`src/sac_pkg.sv`:
```
package sac_pkg;
  // register byte offsets
  localparam logic [7:0] CTRL_OFS   = 8'h00;
  localparam logic [7:0] CONFIG_OFS = 8'h04;
  localparam logic [7:0] POSSEL_OFS = 8'h08;
  localparam logic [7:0] NEGSEL_OFS = 8'h0C;
  localparam logic [7:0] RESULT_OFS = 8'h10;
  localparam logic [7:0] STATUS_OFS = 8'h14;

  // control register fields
  localparam int CTRL_EN_BIT    = 0;
  localparam int CTRL_TM_BIT    = 1;
  localparam int CTRL_BUSY_BIT  = 2;
  localparam int CTRL_DONE_BIT  = 3;
  localparam int CTRL_MODE_LSB  = 4;
  localparam int CTRL_IEN_BIT   = 7;
  localparam logic [7:0] CTRL_RESET = 8'h00;

  // config register fields
  localparam int CFG_LJ_BIT   = 2;
  localparam int CFG_DIV_LSB  = 3;
  localparam logic [7:0] CFG_RESET = 8'hF8;

  localparam logic [4:0] SEL_RESET = 5'h00;
  localparam logic [4:0] NEG_GND   = 5'h1F;
  localparam int SEL_LSB        = 0;
  localparam int STAT_DIFF_BIT  = 0;
  localparam int STAT_TRACK_BIT = 1;

  // start-of-conversion sources
  localparam logic [2:0] START_SW    = 3'h0;
  localparam logic [2:0] START_TMR0  = 3'h1;
  localparam logic [2:0] START_TMR2  = 3'h2;
  localparam logic [2:0] START_TMR1  = 3'h3;
  localparam logic [2:0] START_EXT   = 3'h4;
  localparam logic [2:0] START_TMR3  = 3'h5;

  localparam logic [1:0] TRACK_CLOCKS = 2'h3;

  typedef enum logic [1:0] {
    SAC_IDLE  = 2'b00,
    SAC_TRACK = 2'b01,
    SAC_CONV  = 2'b11
  } sac_state_type;
endpackage

```
`src/sac_sar.sv`:
```
`timescale 1ns/10ps
module sac_sar #(
  parameter int WIDTH = 10
) (
  input  wire logic             clock,
  input  wire logic             rst_b,
  input  wire logic             tick,
  input  wire logic             start,
  input  wire logic             abort,
  input  wire logic             cmp_in,
  output logic      [WIDTH-1:0] trial,
  output logic                  done,
  output logic      [WIDTH-1:0] code
);
  generate
    if (WIDTH < 2 || WIDTH > 16) begin : g_bad
      $error("sac_sar: WIDTH must be 2 to 16");
    end
  endgenerate

  typedef struct packed {
    logic             run;
    logic [3:0]       idx;
    logic [WIDTH-1:0] trial;
    logic [WIDTH-1:0] code;
    logic             done;
  } sac_sar_type;

  sac_sar_type st_r;
  sac_sar_type st_nxt;

  always_comb begin
    st_nxt      = st_r;
    st_nxt.done = 1'b0;
    if (abort) begin
      st_nxt.run = 1'b0;
    end else if (start && !st_r.run) begin
      st_nxt.run   = 1'b1;
      st_nxt.idx   = 4'(WIDTH - 1);
      st_nxt.trial = {1'b1, {(WIDTH-1){1'b0}}};
    end else if (st_r.run && tick) begin
      // comparator low means the trial overshot the input
      if (!cmp_in) begin
        st_nxt.trial[st_r.idx] = 1'b0;
      end
      if (st_r.idx == 4'h0) begin
        st_nxt.run  = 1'b0;
        st_nxt.done = 1'b1;
        st_nxt.code = st_nxt.trial;
      end else begin
        st_nxt.idx                   = st_r.idx - 4'h1;
        st_nxt.trial[st_r.idx - 4'h1] = 1'b1;
      end
    end
  end

  always_ff @(posedge clock or negedge rst_b) begin
    if (!rst_b) begin
      st_r <= '0;
    end else begin
      st_r <= st_nxt;
    end
  end

  assign trial = st_r.trial;
  assign done  = st_r.done;
  assign code  = st_r.code;
endmodule

```
`src/sac_ctrl.sv`:
```
// Implementation choices: the AHB-Lite interface to the registers and the address map.
`timescale 1ns/10ps
// What this block does
// - converter runs only while enable bit is 1, else shutdown, no conversions.
// - negative select of ground means single-ended, anything else differential.
// - single-ended result is unsigned 10 bits, full scale 0x03FF or 0xFFC0.
// - single-ended unused result bits read zero in both justifications.
// - justify bit 0 puts result low, 1 puts it high in the pair.
// - differential result is two's complement, most negative 0xFE00 or 0x8000.
// - right-justified differential high bits copy the sign bit.
// - left-justified differential low bits below the result read zero.
// - conversion clock is system clock divided by divider setting plus one.
// - 3-bit start mode picks software, timer 0/1/2/3 or external edge.
// - in software mode writing 1 to busy starts one conversion.
// - in external mode a rising convert-start edge starts a conversion.
// - timers 2/3 use low-byte overflow in 8-bit, high-byte in 16-bit mode.
// - busy reads 1 through the conversion and 0 once it completes.
// - busy falling at the end of a conversion sets done flag and raises interrupt when enabled.
// - result registers hold the new value when done flag reads 1.
// - tracking mode 0 tracks continuously except during a conversion.
// - tracking mode 1 tracks three conversion clocks after each start.
// - tracking mode 1 with external start tracks while input low.
// - no tracking during low-power standby or sleep.
// - negative select code 11111 is ground, giving single-ended mode.
// - divider field sits in bits 7 to 3 of the config register.
module sac_ctrl #(
  parameter int RES_BITS = 10
) (
  input  wire logic        clock,
  input  wire logic        rst_b,
  input  wire logic        hsel,
  input  wire logic [31:0] haddr,
  input  wire logic [1:0]  htrans,
  input  wire logic        hwrite,
  input  wire logic [2:0]  hsize,
  input  wire logic [31:0] hwdata,
  input  wire logic        hready,
  output logic             hreadyout,
  output logic             hresp,
  output logic      [31:0] hrdata,
  input  wire logic        timer0_ovf,
  input  wire logic        timer1_ovf,
  input  wire logic        timer2_low_ovf,
  input  wire logic        timer2_high_ovf,
  input  wire logic        timer2_split8,
  input  wire logic        timer3_low_ovf,
  input  wire logic        timer3_high_ovf,
  input  wire logic        timer3_split8,
  input  wire logic        external_convert_start,
  input  wire logic        low_power_standby,
  input  wire logic        cmp_in,
  output logic      [9:0]  sar_trial,
  output logic             sar_track,
  output logic             sar_powered,
  output logic      [4:0]  positive_input_select,
  output logic      [4:0]  negative_input_select,
  output logic             differential_mode,
  output logic             conv_irq
);
  generate
    if (RES_BITS != 10) begin : g_bad
      $error("sac_ctrl: result formatting serves 10 bits only");
    end
    if (sac_pkg::TRACK_CLOCKS == 2'h0) begin : g_bad_track
      $error("sac_ctrl: tracking period needs at least one clock");
    end
  endgenerate

  typedef struct packed {
    sac_pkg::sac_state_type st;
    logic [4:0]  div_cnt;
    logic [1:0]  trk_cnt;
    logic        ext_prev;
    logic        enable;
    logic        track_mode;
    logic        int_en;
    logic [2:0]  start_mode;
    logic        done;
    logic [4:0]  div;
    logic        left_just;
    logic [4:0]  pos_sel;
    logic [4:0]  neg_sel;
    logic [15:0] result;
    logic        wr_pend;
    logic        rd_pend;
    logic [7:0]  addr;
  } sac_ctrl_type;

  sac_ctrl_type s_r;
  sac_ctrl_type s_nxt;

  logic       tick;
  logic       sar_start;
  logic       sar_abort;
  logic       sar_done;
  logic [9:0] sar_code;
  logic       trig;
  logic       ext_rise;
  logic       wr_ctrl;
  logic       busy;
  logic       diff;
  logic       wr_cfg;
  logic       wr_pos;
  logic       wr_neg;
  logic       conv_end;

  // place a raw offset-binary code into the 16-bit result pair
  function automatic logic [15:0] fmt(input logic [9:0] raw,
                                      input logic       dif,
                                      input logic       lj);
    logic [9:0] c;
    c = dif ? {~raw[9], raw[8:0]} : raw;
    if (lj) begin
      fmt = {c, 6'h00};
    end else if (dif) begin
      fmt = {{6{c[9]}}, c};
    end else begin
      fmt = {6'h00, c};
    end
  endfunction

  function automatic logic hit(input logic [7:0] a,
                               input logic [7:0] ofs);
    hit = (a == ofs);
  endfunction

  sac_sar #(
    .WIDTH (RES_BITS)
  ) u_sar (
    .clock  (clock),
    .rst_b  (rst_b),
    .tick   (tick),
    .start  (sar_start),
    .abort  (sar_abort),
    .cmp_in (cmp_in),
    .trial  (sar_trial),
    .done   (sar_done),
    .code   (sar_code)
  );

  assign busy = (s_r.st != sac_pkg::SAC_IDLE);
  assign diff = (s_r.neg_sel != sac_pkg::NEG_GND);
  assign tick = s_r.enable && (s_r.div_cnt == s_r.div);
  // ext_prev resets low, the pin's idle level, so reset makes no edge
  assign ext_rise = external_convert_start && !s_r.ext_prev;
  assign wr_ctrl = s_r.wr_pend && hit(s_r.addr, sac_pkg::CTRL_OFS);
  assign wr_cfg   = s_r.wr_pend && hit(s_r.addr, sac_pkg::CONFIG_OFS);
  assign wr_pos   = s_r.wr_pend && hit(s_r.addr, sac_pkg::POSSEL_OFS);
  assign wr_neg   = s_r.wr_pend && hit(s_r.addr, sac_pkg::NEGSEL_OFS);
  // flag, result and busy all move on this one edge
  assign conv_end = (s_r.st == sac_pkg::SAC_CONV) && sar_done && s_r.enable;

  // trigger selection; timers 2/3 pick overflow byte by width
  always_comb begin
    unique case (s_r.start_mode)
      sac_pkg::START_SW: begin
        trig = wr_ctrl && hwdata[sac_pkg::CTRL_BUSY_BIT];
      end
      sac_pkg::START_TMR0: begin
        trig = timer0_ovf;
      end
      sac_pkg::START_TMR1: begin
        trig = timer1_ovf;
      end
      sac_pkg::START_TMR2: begin
        trig = timer2_split8 ? timer2_low_ovf : timer2_high_ovf;
      end
      sac_pkg::START_TMR3: begin
        trig = timer3_split8 ? timer3_low_ovf : timer3_high_ovf;
      end
      sac_pkg::START_EXT: begin
        trig = ext_rise;
      end
      default: begin
        trig = 1'b0;
      end
    endcase
  end

  always_comb begin
    s_nxt     = s_r;
    sar_start = 1'b0;
    // clearing enable drops a running conversion without a flag
    sar_abort = !s_r.enable;
    s_nxt.ext_prev = external_convert_start;

    // divider restarts each period so tick spacing is div+1
    if (!s_r.enable || tick) begin
      s_nxt.div_cnt = 5'h00;
    end else begin
      s_nxt.div_cnt = s_r.div_cnt + 5'h01;
    end

    unique case (s_r.st)
      sac_pkg::SAC_IDLE: begin
        // external start in low-power mode already tracked while low
        if (s_r.enable && trig) begin
          // restart the divider so the first conversion clock is a full one
          s_nxt.div_cnt = 5'h00;
          // mode bits act from the next start, not the write that carries it
          if (s_r.track_mode && s_r.start_mode != sac_pkg::START_EXT) begin
            s_nxt.st      = sac_pkg::SAC_TRACK;
            s_nxt.trk_cnt = 2'h0;
          end else begin
            s_nxt.st  = sac_pkg::SAC_CONV;
            sar_start = 1'b1;
          end
        end
      end
      sac_pkg::SAC_TRACK: begin
        // counts whole conversion clocks from the restarted divider
        if (tick) begin
          s_nxt.trk_cnt = s_r.trk_cnt + 2'h1;
          if (s_r.trk_cnt == sac_pkg::TRACK_CLOCKS - 2'h1) begin
            s_nxt.st  = sac_pkg::SAC_CONV;
            sar_start = 1'b1;
          end
        end
      end
      sac_pkg::SAC_CONV: begin
        // new starts are not looked at here
        if (conv_end) begin
          s_nxt.st     = sac_pkg::SAC_IDLE;
          s_nxt.result = fmt(sar_code, diff, s_r.left_just);
        end
      end
      default: begin
        s_nxt.st = sac_pkg::SAC_IDLE;
      end
    endcase
    if (!s_r.enable) begin
      s_nxt.st = sac_pkg::SAC_IDLE;
    end

    // bus address phase
    // hsize is not decoded: every access is one whole word
    s_nxt.wr_pend = 1'b0;
    s_nxt.rd_pend = 1'b0;
    if (hsel && hready && htrans[1]) begin
      s_nxt.wr_pend = hwrite;
      s_nxt.rd_pend = !hwrite;
      s_nxt.addr    = haddr[7:0];
    end

    // bus data phase writes
    if (wr_ctrl) begin
      s_nxt.enable     = hwdata[sac_pkg::CTRL_EN_BIT];
      s_nxt.track_mode = hwdata[sac_pkg::CTRL_TM_BIT];
      s_nxt.int_en     = hwdata[sac_pkg::CTRL_IEN_BIT];
      s_nxt.start_mode = hwdata[sac_pkg::CTRL_MODE_LSB +: 3];
      if (hwdata[sac_pkg::CTRL_DONE_BIT]) begin
        s_nxt.done = 1'b0;
      end
    end
    if (wr_cfg) begin
      s_nxt.div       = hwdata[sac_pkg::CFG_DIV_LSB +: 5];
      s_nxt.left_just = hwdata[sac_pkg::CFG_LJ_BIT];
    end
    if (wr_pos) begin
      s_nxt.pos_sel = hwdata[sac_pkg::SEL_LSB +: 5];
    end
    if (wr_neg) begin
      s_nxt.neg_sel = hwdata[sac_pkg::SEL_LSB +: 5];
    end

    // completion after the clear so a same-cycle event survives
    if (conv_end) begin
      s_nxt.done = 1'b1;
    end
  end

  always_ff @(posedge clock or negedge rst_b) begin
    if (!rst_b) begin
      s_r            <= '0;
      s_r.st         <= sac_pkg::SAC_IDLE;
      s_r.enable     <= sac_pkg::CTRL_RESET[sac_pkg::CTRL_EN_BIT];
      s_r.track_mode <= sac_pkg::CTRL_RESET[sac_pkg::CTRL_TM_BIT];
      s_r.int_en     <= sac_pkg::CTRL_RESET[sac_pkg::CTRL_IEN_BIT];
      s_r.start_mode <= sac_pkg::CTRL_RESET[sac_pkg::CTRL_MODE_LSB +: 3];
      s_r.div        <= sac_pkg::CFG_RESET[sac_pkg::CFG_DIV_LSB +: 5];
      s_r.left_just  <= sac_pkg::CFG_RESET[sac_pkg::CFG_LJ_BIT];
      s_r.pos_sel    <= sac_pkg::SEL_RESET;
      s_r.neg_sel    <= sac_pkg::SEL_RESET;
    end else begin
      s_r <= s_nxt;
    end
  end

  // read mux over registered state and the live sar_track; unmapped reads give zero
  always_comb begin
    hrdata = 32'h0000_0000;
    if (s_r.rd_pend) begin
      if (hit(s_r.addr, sac_pkg::CTRL_OFS)) begin
        hrdata[sac_pkg::CTRL_EN_BIT]        = s_r.enable;
        hrdata[sac_pkg::CTRL_TM_BIT]        = s_r.track_mode;
        hrdata[sac_pkg::CTRL_BUSY_BIT]      = busy;
        hrdata[sac_pkg::CTRL_DONE_BIT]      = s_r.done;
        hrdata[sac_pkg::CTRL_MODE_LSB +: 3] = s_r.start_mode;
        hrdata[sac_pkg::CTRL_IEN_BIT]       = s_r.int_en;
      end else if (hit(s_r.addr, sac_pkg::CONFIG_OFS)) begin
        hrdata[sac_pkg::CFG_DIV_LSB +: 5] = s_r.div;
        hrdata[sac_pkg::CFG_LJ_BIT]       = s_r.left_just;
      end else if (hit(s_r.addr, sac_pkg::POSSEL_OFS)) begin
        hrdata[sac_pkg::SEL_LSB +: 5] = s_r.pos_sel;
      end else if (hit(s_r.addr, sac_pkg::NEGSEL_OFS)) begin
        hrdata[sac_pkg::SEL_LSB +: 5] = s_r.neg_sel;
      end else if (hit(s_r.addr, sac_pkg::RESULT_OFS)) begin
        hrdata[15:0] = s_r.result;
      end else if (hit(s_r.addr, sac_pkg::STATUS_OFS)) begin
        hrdata[sac_pkg::STAT_DIFF_BIT]  = diff;
        hrdata[sac_pkg::STAT_TRACK_BIT] = sar_track;
      end
    end
  end

  // zero-wait slave, always OKAY
  assign hreadyout = 1'b1;
  assign hresp     = 1'b0;

  // tracking: idle in mode 0, counted window or low input in mode 1
  always_comb begin
    sar_track = 1'b0;
    if (s_r.enable && !low_power_standby) begin
      if (!s_r.track_mode) begin
        sar_track = !busy;
      end else if (s_r.st == sac_pkg::SAC_TRACK) begin
        sar_track = 1'b1;
      end else if (s_r.start_mode == sac_pkg::START_EXT) begin
        sar_track = !busy && !external_convert_start;
      end
    end
  end

  // irq is a level; it drops only when software clears the flag or the interrupt enable bit
  assign sar_powered           = s_r.enable;
  assign positive_input_select = s_r.pos_sel;
  assign negative_input_select = s_r.neg_sel;
  assign differential_mode     = diff;
  assign conv_irq              = s_r.done && s_r.int_en;
endmodule

```
`config.mk`:
```
export PLATFORM = sky130hd
export DESIGN_NAME = sac_ctrl
export DESIGN_NICKNAME = d
export VERILOG_FILES = /design/src/sac_pkg.sv /design/src/sac_sar.sv /design/src/sac_ctrl.sv
export SDC_FILE = /design/constraint.sdc
export NUM_CORES = 1
export LEC_CHECK = 0
export ABC_AREA = 1
export ABC_CLOCK_PERIOD_IN_PS = 3920
export BUFFER_PORTS_ARGS = -buffer_cell sky130_fd_sc_hd__buf_4
export CORE_ASPECT_RATIO = 1.25
export CORE_UTILIZATION = 58
export CTS_BUF_LIST = sky130_fd_sc_hd__clkbuf_4
export DETAILED_ROUTE_END_ITERATION = 10
export PLACE_DENSITY = 0.88
export RECOVER_POWER = 50
export SYNTH_ARGS = -nofsm -noshare
export SYNTH_HDL_FRONTEND = slang
export SYNTH_HIERARCHICAL = 1
export SYNTH_SLANG_ARGS = --single-unit
```
`constraint.sdc`:
```
create_clock -name clock -period 3.92 [get_ports clock]
set_input_delay 0.588 -clock clock [delete_from_list [all_inputs] [get_ports clock]]
set_output_delay 0.588 -clock clock [all_outputs]
set_load 0.01 [all_outputs]
```
==> run_results.csv, run 1 <==
group,metric,value,unit
status,outcome,"finished with violations",
status,violations,"design-rule violations, max-capacitance violations, max-slew violations",
logic_synthesis,yosysWarnings,6,
timing,grt_setup_unrepaired,"no",
logic_synthesis,avgSynthCellArea,7.771,um2
drt,dr.max_layer_used,"met4",
hold_path,hp-class,"input pin to register",
power_and_ir_drop,intPower,1.388,mW
grt,grt_overflow,0,
grt,grt_max_degree,86,
cts,clk_latency,0.43,ns
logic_synthesis,syn_inst,630,
layout,multi_input_area,2100,um2
cts,cts.htree.levels,3,
logic_synthesis,yosysUniqueCellTypes,38,
power_and_ir_drop,seqPwrFrac,0.502,
layout,fin_nets,756,
worst_setup_path,cp-end-kind,"output port",
layout,mostFrequentLayoutCells,"196 x nand2_1, 80 x dfrtp_1, 69 x buf_4",
place,dp_hpwl,7.753,mm
logic_synthesis,ys_seq_area_frac,0.4357,
timing,maxSlewViolCount,86,
floorplan,die_h,104.7,um
floorplan,start_util,0.5975,
floorplan,io_pins,143,
worst_setup_path,arrival,2.49,ns
drt,ant_nets,0,
timing,slew_headroom,-0.3835,
cts,clk_pin_slew,0.13,ns
power_and_ir_drop,power.share.clock,0.230,
cts,cts_root_buf,"clkbuf_4",
power_and_ir_drop,leakagePower,2.901,nW
worst_setup_path,cp_max_fo,11,
drt,viasPerCell,5.353,
timing,fin_ws,0.8442,ns
hold_path,hold_path_depth,1,
floorplan,die_area,8815,um2
logic_synthesis,synth_top_cell_by_area,"dfrtp_1",
place,io_buffers,72,
layout,drive_above_1_share,0.2021,
drt,wl_met1,4.287,mm
floorplan,die_w,84.18,um
place,dp_cells,754,
power_and_ir_drop,finalPower,2.145,mW
grt,antenna_found_initial,1,
power_and_ir_drop,ir_drop,212.1,uV
power_and_ir_drop,p_per_area,406.8,nW/um2
layout,fin_cells,771,
worst_setup_path,crit_path_frequent_cell,"nor2_1",
timing,hold_viol_final,0,
grt,grt_pass1_vias,3868,
drt,vias,4127,
layout,regArea,2133,um2
floorplan,rows,37,
cts,clockBufferDepth,2,
drt,wl_met3,588,um
logic_synthesis,ys_async_sr_fraction,1.000,
timing,hold_slack,0.3083,ns
timing,tns,0,ns
worst_setup_path,slowest_delay,0.51,ns
drt,wl_met2,5.235,mm
floorplan,fp.coreArea,8194,um2
grt,grt_usage,0.2498,
timing,worstMarginPinSlew,2.075,ns
power_and_ir_drop,netSwitchingPower,0.7576,mW
place,place_congestion,0.9517,
worst_setup_path,r2r_cells,14,
place,post_dp_cell_area,5175,um2
timing,layout_min_cycle_time,3.076,ns
timing,min_period_over_period,0.7846,
worst_setup_path,cp_num_buf_inv,1,
layout,layout_commonest_cell,"nand2_1",
worst_setup_path,crit_cells,7,
worst_setup_path,startpoint_type,"register",
layout,final_core_util,0.6436,
timing,finClkSkew,0.02050,ns
worst_setup_path,cp.required,3.33,ns
drt,drc,16,
logic_synthesis,synth-edff-count,0,
place,dp_slack,1.494,ns
worst_setup_path,cpLargestDelayFamily,"simple AND/OR/NAND/NOR gates",
cts,cts_resized,0,
layout,areaGrowthSynthToFinish,7.718,%
layout,design_area,5274,um2
logic_synthesis,synth_top_area_share,0.4089,
logic_synthesis,synth_area_leaders,"dfrtp_1 41%, nand2_1 15%, buf_4 7.8%, nand3_1 5.0%, inv_1 4.4%",
cts,cts_tree,"built",
timing,max_freq,325.1,MHz
cts,postCtsSetupRepairBufs,0,
power_and_ir_drop,p_sw_frac,0.3531,
worst_setup_path,path_cells,"nor2_1, nand2_4, nor2_1, nor2_1, o21ai_0, o32ai_1, buf_4",
flow_run,cap_viol_max_count,1,
layout,fillers,698,
grt,grt_pass1_wl,17.54,mm
logic_synthesis,ys.flop_type,"dfrtp_1",
logic_synthesis,synth_area,4896,um2
worst_setup_path,worstSetupPathType,"register to output port",
cts,cts_made_buffers,9,
cts,cts_sinks,85,
drt,wl,10.41,mm
drt,firstDrtPassIters,9,
power_and_ir_drop,comb_power_share,0.268,
drt,drtIter0Drc,258,
drt,routedWlPerCell,13.51,um
worst_setup_path,critPathSlowestCell,"nor2_1",
logic_synthesis,ys_seq_elements,85,
cts,cts_hold_buffers,0,
timing,setup_violations,0,
[cell usage after synthesis (4+ instances only)]
cell type	number
a21oi_1	13
inv_2	5
nor2_4	8
buf_4	51
mux2_2	5
dfstp_2	5
nand2_1	194
nand3_1	49
nand2_2	8
dfrtp_1	80
buf_2	6
nor2_2	6
nand3_2	4
a31oi_1	9
o21ai_1	10
o21ai_0	26
xor2_1	4
inv_1	58
nor2_1	45
nand4_1	4
o21ai_2	9
[power by group through the flow]
stage                     Sequential (mW)  Clock (mW)  Combinational, mW
after floorplan                      1.07           0              0.440
final                                1.08       0.494              0.575
after detailed placement             1.09           0              0.569
after global placement               1.08           0              0.539
after CTS                            1.07       0.503              0.576
after global routing                 1.09       0.542              0.651
[worst register-to-register path, stage by stage (launching register included)]
cell and delay [ns]:
dfrtp_1 0.42, nor2_1 0.21, nand2_4 0.10, nor2_1 0.52
nand2_2 0.11, nand3_2 0.11, nand3_2 0.09, inv_2 0.09
nand3_1 0.10, nand2_1 0.10, nand2_1 0.11, a21oi_2 0.26
clkinv_1 0.29, nand2_1 0.13, nand2_1 0.06
[registers in the layout, indices dropped and copies added, names as in the netlist]
name / count
u_sar/st_r: 5
sar_powered: 1
s_r: 48
u_sar/done: 1
negative_input_select: 5
positive_input_select: 5
u_sar/code: 10
u_sar/trial: 10
[cell type report]
cell class	instances	share of cell area
multi-input combinational	434	0.3981
clock buffer	11	0.01566
timing repair buffer	72	0.1013
clock inverter	5	0.009727
tap	97	0.02301
inverter	66	0.04721
sequential	85	0.4045
antenna	1	0.0004745
[cell families after synthesis]
kind of cell    after synthesis  share of synthesized area
compound gates               75                    0.09123
flops                        85                     0.4357
mux                           5                    0.01150
buf+inv                     127                     0.1413
fa+ha+maj                     3                   0.007668
simple gates                327                     0.3003
other cells                   2                   0.001534
xor+xnor                      6                    0.01073
[per-layer routing]
metal  vias up  track usage
met4         0       0.1133
met2       156       0.4297
met3        30      0.05055
li1       2014            -
met1      1927       0.3005
met5         -            0
[worst paths after layout]
| path | to | slack (ns) | from |
|---|---|---|---|
| worst max-delay path | hrdata[5] | 0.84 | s_r[4]$_DFFE_PN0P_ |
| worst min-delay path | s_r[49]$_DFF_PN0_ | 0.31 | external_convert_start |
| worst max register to register | u_sar/trial[1]$_DFFE_PN0P_ | 1.14 | s_r[4]$_DFFE_PN0P_ |
| worst min register to register | s_r[12]$_DFFE_PN0P_ | 0.50 | s_r[12]$_DFFE_PN0P_ |
| max in group asynchronous | s_r[58]$_DFFE_PN0P_ | 1.96 | rst_b |
| min in group asynchronous | s_r[7]$_DFFE_PN0P_ | 0.74 | rst_b |
No activity file was read; power rests on OpenSTA's default activity.
==> inputs of run 2 (changes only) <==
--- a/config.mk
+++ b/config.mk
@@ -6,13 +6,13 @@
 export NUM_CORES = 1
 export LEC_CHECK = 0
 export ABC_AREA = 1
-export ABC_CLOCK_PERIOD_IN_PS = 3920
+export ABC_CLOCK_PERIOD_IN_PS = 2900
 export BUFFER_PORTS_ARGS = -buffer_cell sky130_fd_sc_hd__buf_4
 export CORE_ASPECT_RATIO = 1.25
-export CORE_UTILIZATION = 58
+export CORE_UTILIZATION = 54
 export CTS_BUF_LIST = sky130_fd_sc_hd__clkbuf_4
 export DETAILED_ROUTE_END_ITERATION = 10
-export PLACE_DENSITY = 0.88
+export PLACE_DENSITY = 0.83
 export RECOVER_POWER = 50
 export SYNTH_ARGS = -nofsm -noshare
 export SYNTH_HDL_FRONTEND = slang
==> constraint.sdc (replaced) <==
create_clock -name clock -period 2.9 [get_ports clock]
set_input_delay 0.435 -clock clock [delete_from_list [all_inputs] [get_ports clock]]
set_output_delay 0.435 -clock clock [all_outputs]
set_load 0.01 [all_outputs]
==> run 2 against run 1 <==
The flow finishes with violations (max-capacitance violations, max-slew violations). Cell count up 3.2%. Utilization down 3.6 points. Critical path depth up 1. Flip-flop and latch count unchanged. Count of clock-buffer cells in the layout up 3. Global-route usage down 2.0 points. Total power up 31%. Via count down 1.3%. First-iteration DRC count up 7.4%. Worst hold slack worse by 0.16 ns. Critical endpoint is now hrdata[1].
==> run_results.csv, run 2 (synthesis gave the netlist of run 1 again) <==
group,metric,value,unit
status,outcome,"finished with violations",
status,violations,"max-capacitance violations, max-slew violations",
cts,clk_latency,0.44,ns
floorplan,die_h,108.5,um
worst_setup_path,r2r_start,"s_r[2]$_DFFE_PN0P_",
timing,fin_ws,0.3254,ns
floorplan,die_w,87.17,um
power_and_ir_drop,leakagePower,2.934,nW
layout,fin_nets,759,
timing,finClkSkew,0.02229,ns
drt,drc,0,
place,place_congestion,0.9525,
timing,setup_violations,0,
place,io_buffers,72,
hold_path,hold_start,"hwrite",
timing,hold_viol_final,0,
layout,regMostFlops,"s_r",
grt,grt_max_degree,86,
worst_setup_path,crit_start,"s_r[1]$_DFFE_PN0P_",
drt,viasPerCell,5.118,
worst_setup_path,worstSetupPathType,"register to output port",
place,dp_slack,0.5698,ns
cts,cts_tree,"built",
layout,fin_cells,796,
timing,layout_min_cycle_time,2.575,ns
worst_setup_path,cp_max_fo,7,
cts,clk_pin_slew,0.13,ns
timing,worstMarginPinSlew,2.022,ns
cts,clockBufferDepth,2,
drt,ant_nets,0,
grt,grt_usage,0.2301,
floorplan,fp.coreArea,8748,um2
power_and_ir_drop,finalPower,2.817,mW
floorplan,io_pins,143,
worst_setup_path,cp.required,2.47,ns
cts,cts_root_buf,"clkbuf_4",
layout,areaGrowthSynthToFinish,8.638,%
layout,final_core_util,0.6080,
floorplan,start_util,0.5596,
power_and_ir_drop,ir_drop,318.5,uV
place,dp_cells,780,
drt,routedWlPerCell,12.57,um
cts,cts_hold_buffers,0,
timing,slew_headroom,-0.3478,
floorplan,rows,38,
power_and_ir_drop,p_per_area,529.7,nW/um2
drt,firstDrtPassIters,7,
grt,grt_pass1_wl,16.85,mm
cts,cts_resized,0,
worst_setup_path,arrival,2.14,ns
floorplan,die_area,9454,um2
drt,drtIter0Drc,277,
flow_run,cap_viol_max_count,1,
timing,min_period_over_period,0.8878,
grt,antenna_found_initial,0,
drt,vias,4074,
layout,mostFrequentLayoutCells,"196 x nand2_1, 80 x dfrtp_1, 71 x buf_4",
layout,drive_above_1_share,0.2071,
timing,grt_setup_unrepaired,"no",
timing,max_freq,388.4,MHz
cts,cts_sinks,85,
grt,grt_overflow,0,
layout,layout_commonest_cell,"nand2_1",
cts,cts_made_buffers,9,
drt,wl,10.01,mm
cts,cts.htree.levels,3,
cts,postCtsSetupRepairBufs,0,
layout,largest_reg_flops,48,
place,dp_hpwl,7.625,mm
hold_path,hp-class,"input pin to register",
layout,antenna_cells,0,
timing,tns,0,ns
grt,grt_pass1_vias,3828,
worst_setup_path,cp-end-kind,"output port",
worst_setup_path,startpoint_type,"register",
timing,maxSlewViolCount,86,
layout,fillers,782,
-- run 2: final cells by class --
type | count | area (um2) | share of cell area
well taps | 120 | 150.1 | 0.02823
multi-input cells | 434 | 2116 | 0.3978
clock inverters | 2 | 12.51 | 0.002352
inverters | 66 | 249.0 | 0.04681
clock buffers | 14 | 105.1 | 0.01976
repair buffers | 75 | 553.0 | 0.1040
flip-flops and latches | 85 | 2133 | 0.4011
-- run 2: power by group --
group	internal (mW)	switching, mW	leakage (nW)
Clock	0.225	0.376	0.0701
Combinational	0.293	0.475	1.90
Sequential	1.31	0.141	0.966
-- run 2: worst paths after layout --
check / to / slack (ns) / cells past startpoint
worst min register to register: s_r[51]$_DFFE_PN0P_ / 0.50 / 2
worst max-delay path: hrdata[1] / 0.33 / 8
max in group asynchronous: s_r[45]$_DFFE_PN0N_ / 1.15 / 1
worst max register to register: u_sar/trial[8]$_DFFE_PN0P_ / 0.53 / 14
worst min-delay path: s_r[8]$_DFF_PN0_ / 0.15 / 2
min in group asynchronous: s_r[2]$_DFFE_PN0P_ / 0.54 / 1
-- run 2: worst max-delay path, stage by stage, from the launching register on --
cell and delay (ns):
dfrtp_1 0.43, nor2_4 0.18, nand3_1 0.10, nor2_1 0.40
a21oi_1 0.13, nand3_1 0.11, nand2_1 0.06, a21oi_1 0.14
buf_4 0.14
-- run 2: per-stage QoR --
stage / cell area, um2 / hold WS [ns]
finish: 5319 / 0.1495
global route: 5319 / 0.1210
CTS: 5344 / 0.1132
detailed placement: 5226 / 0.4639
global placement: 5226 / 0.4595
floorplan: 4956 / 0.1394
-- run 2: per-layer routing --
layer,track usage,part of all wire
met2,0.4010,0.51
met1,0.2750,0.40
met3,0.04275,0.060
met5,0,0
met4,0.1030,0.027
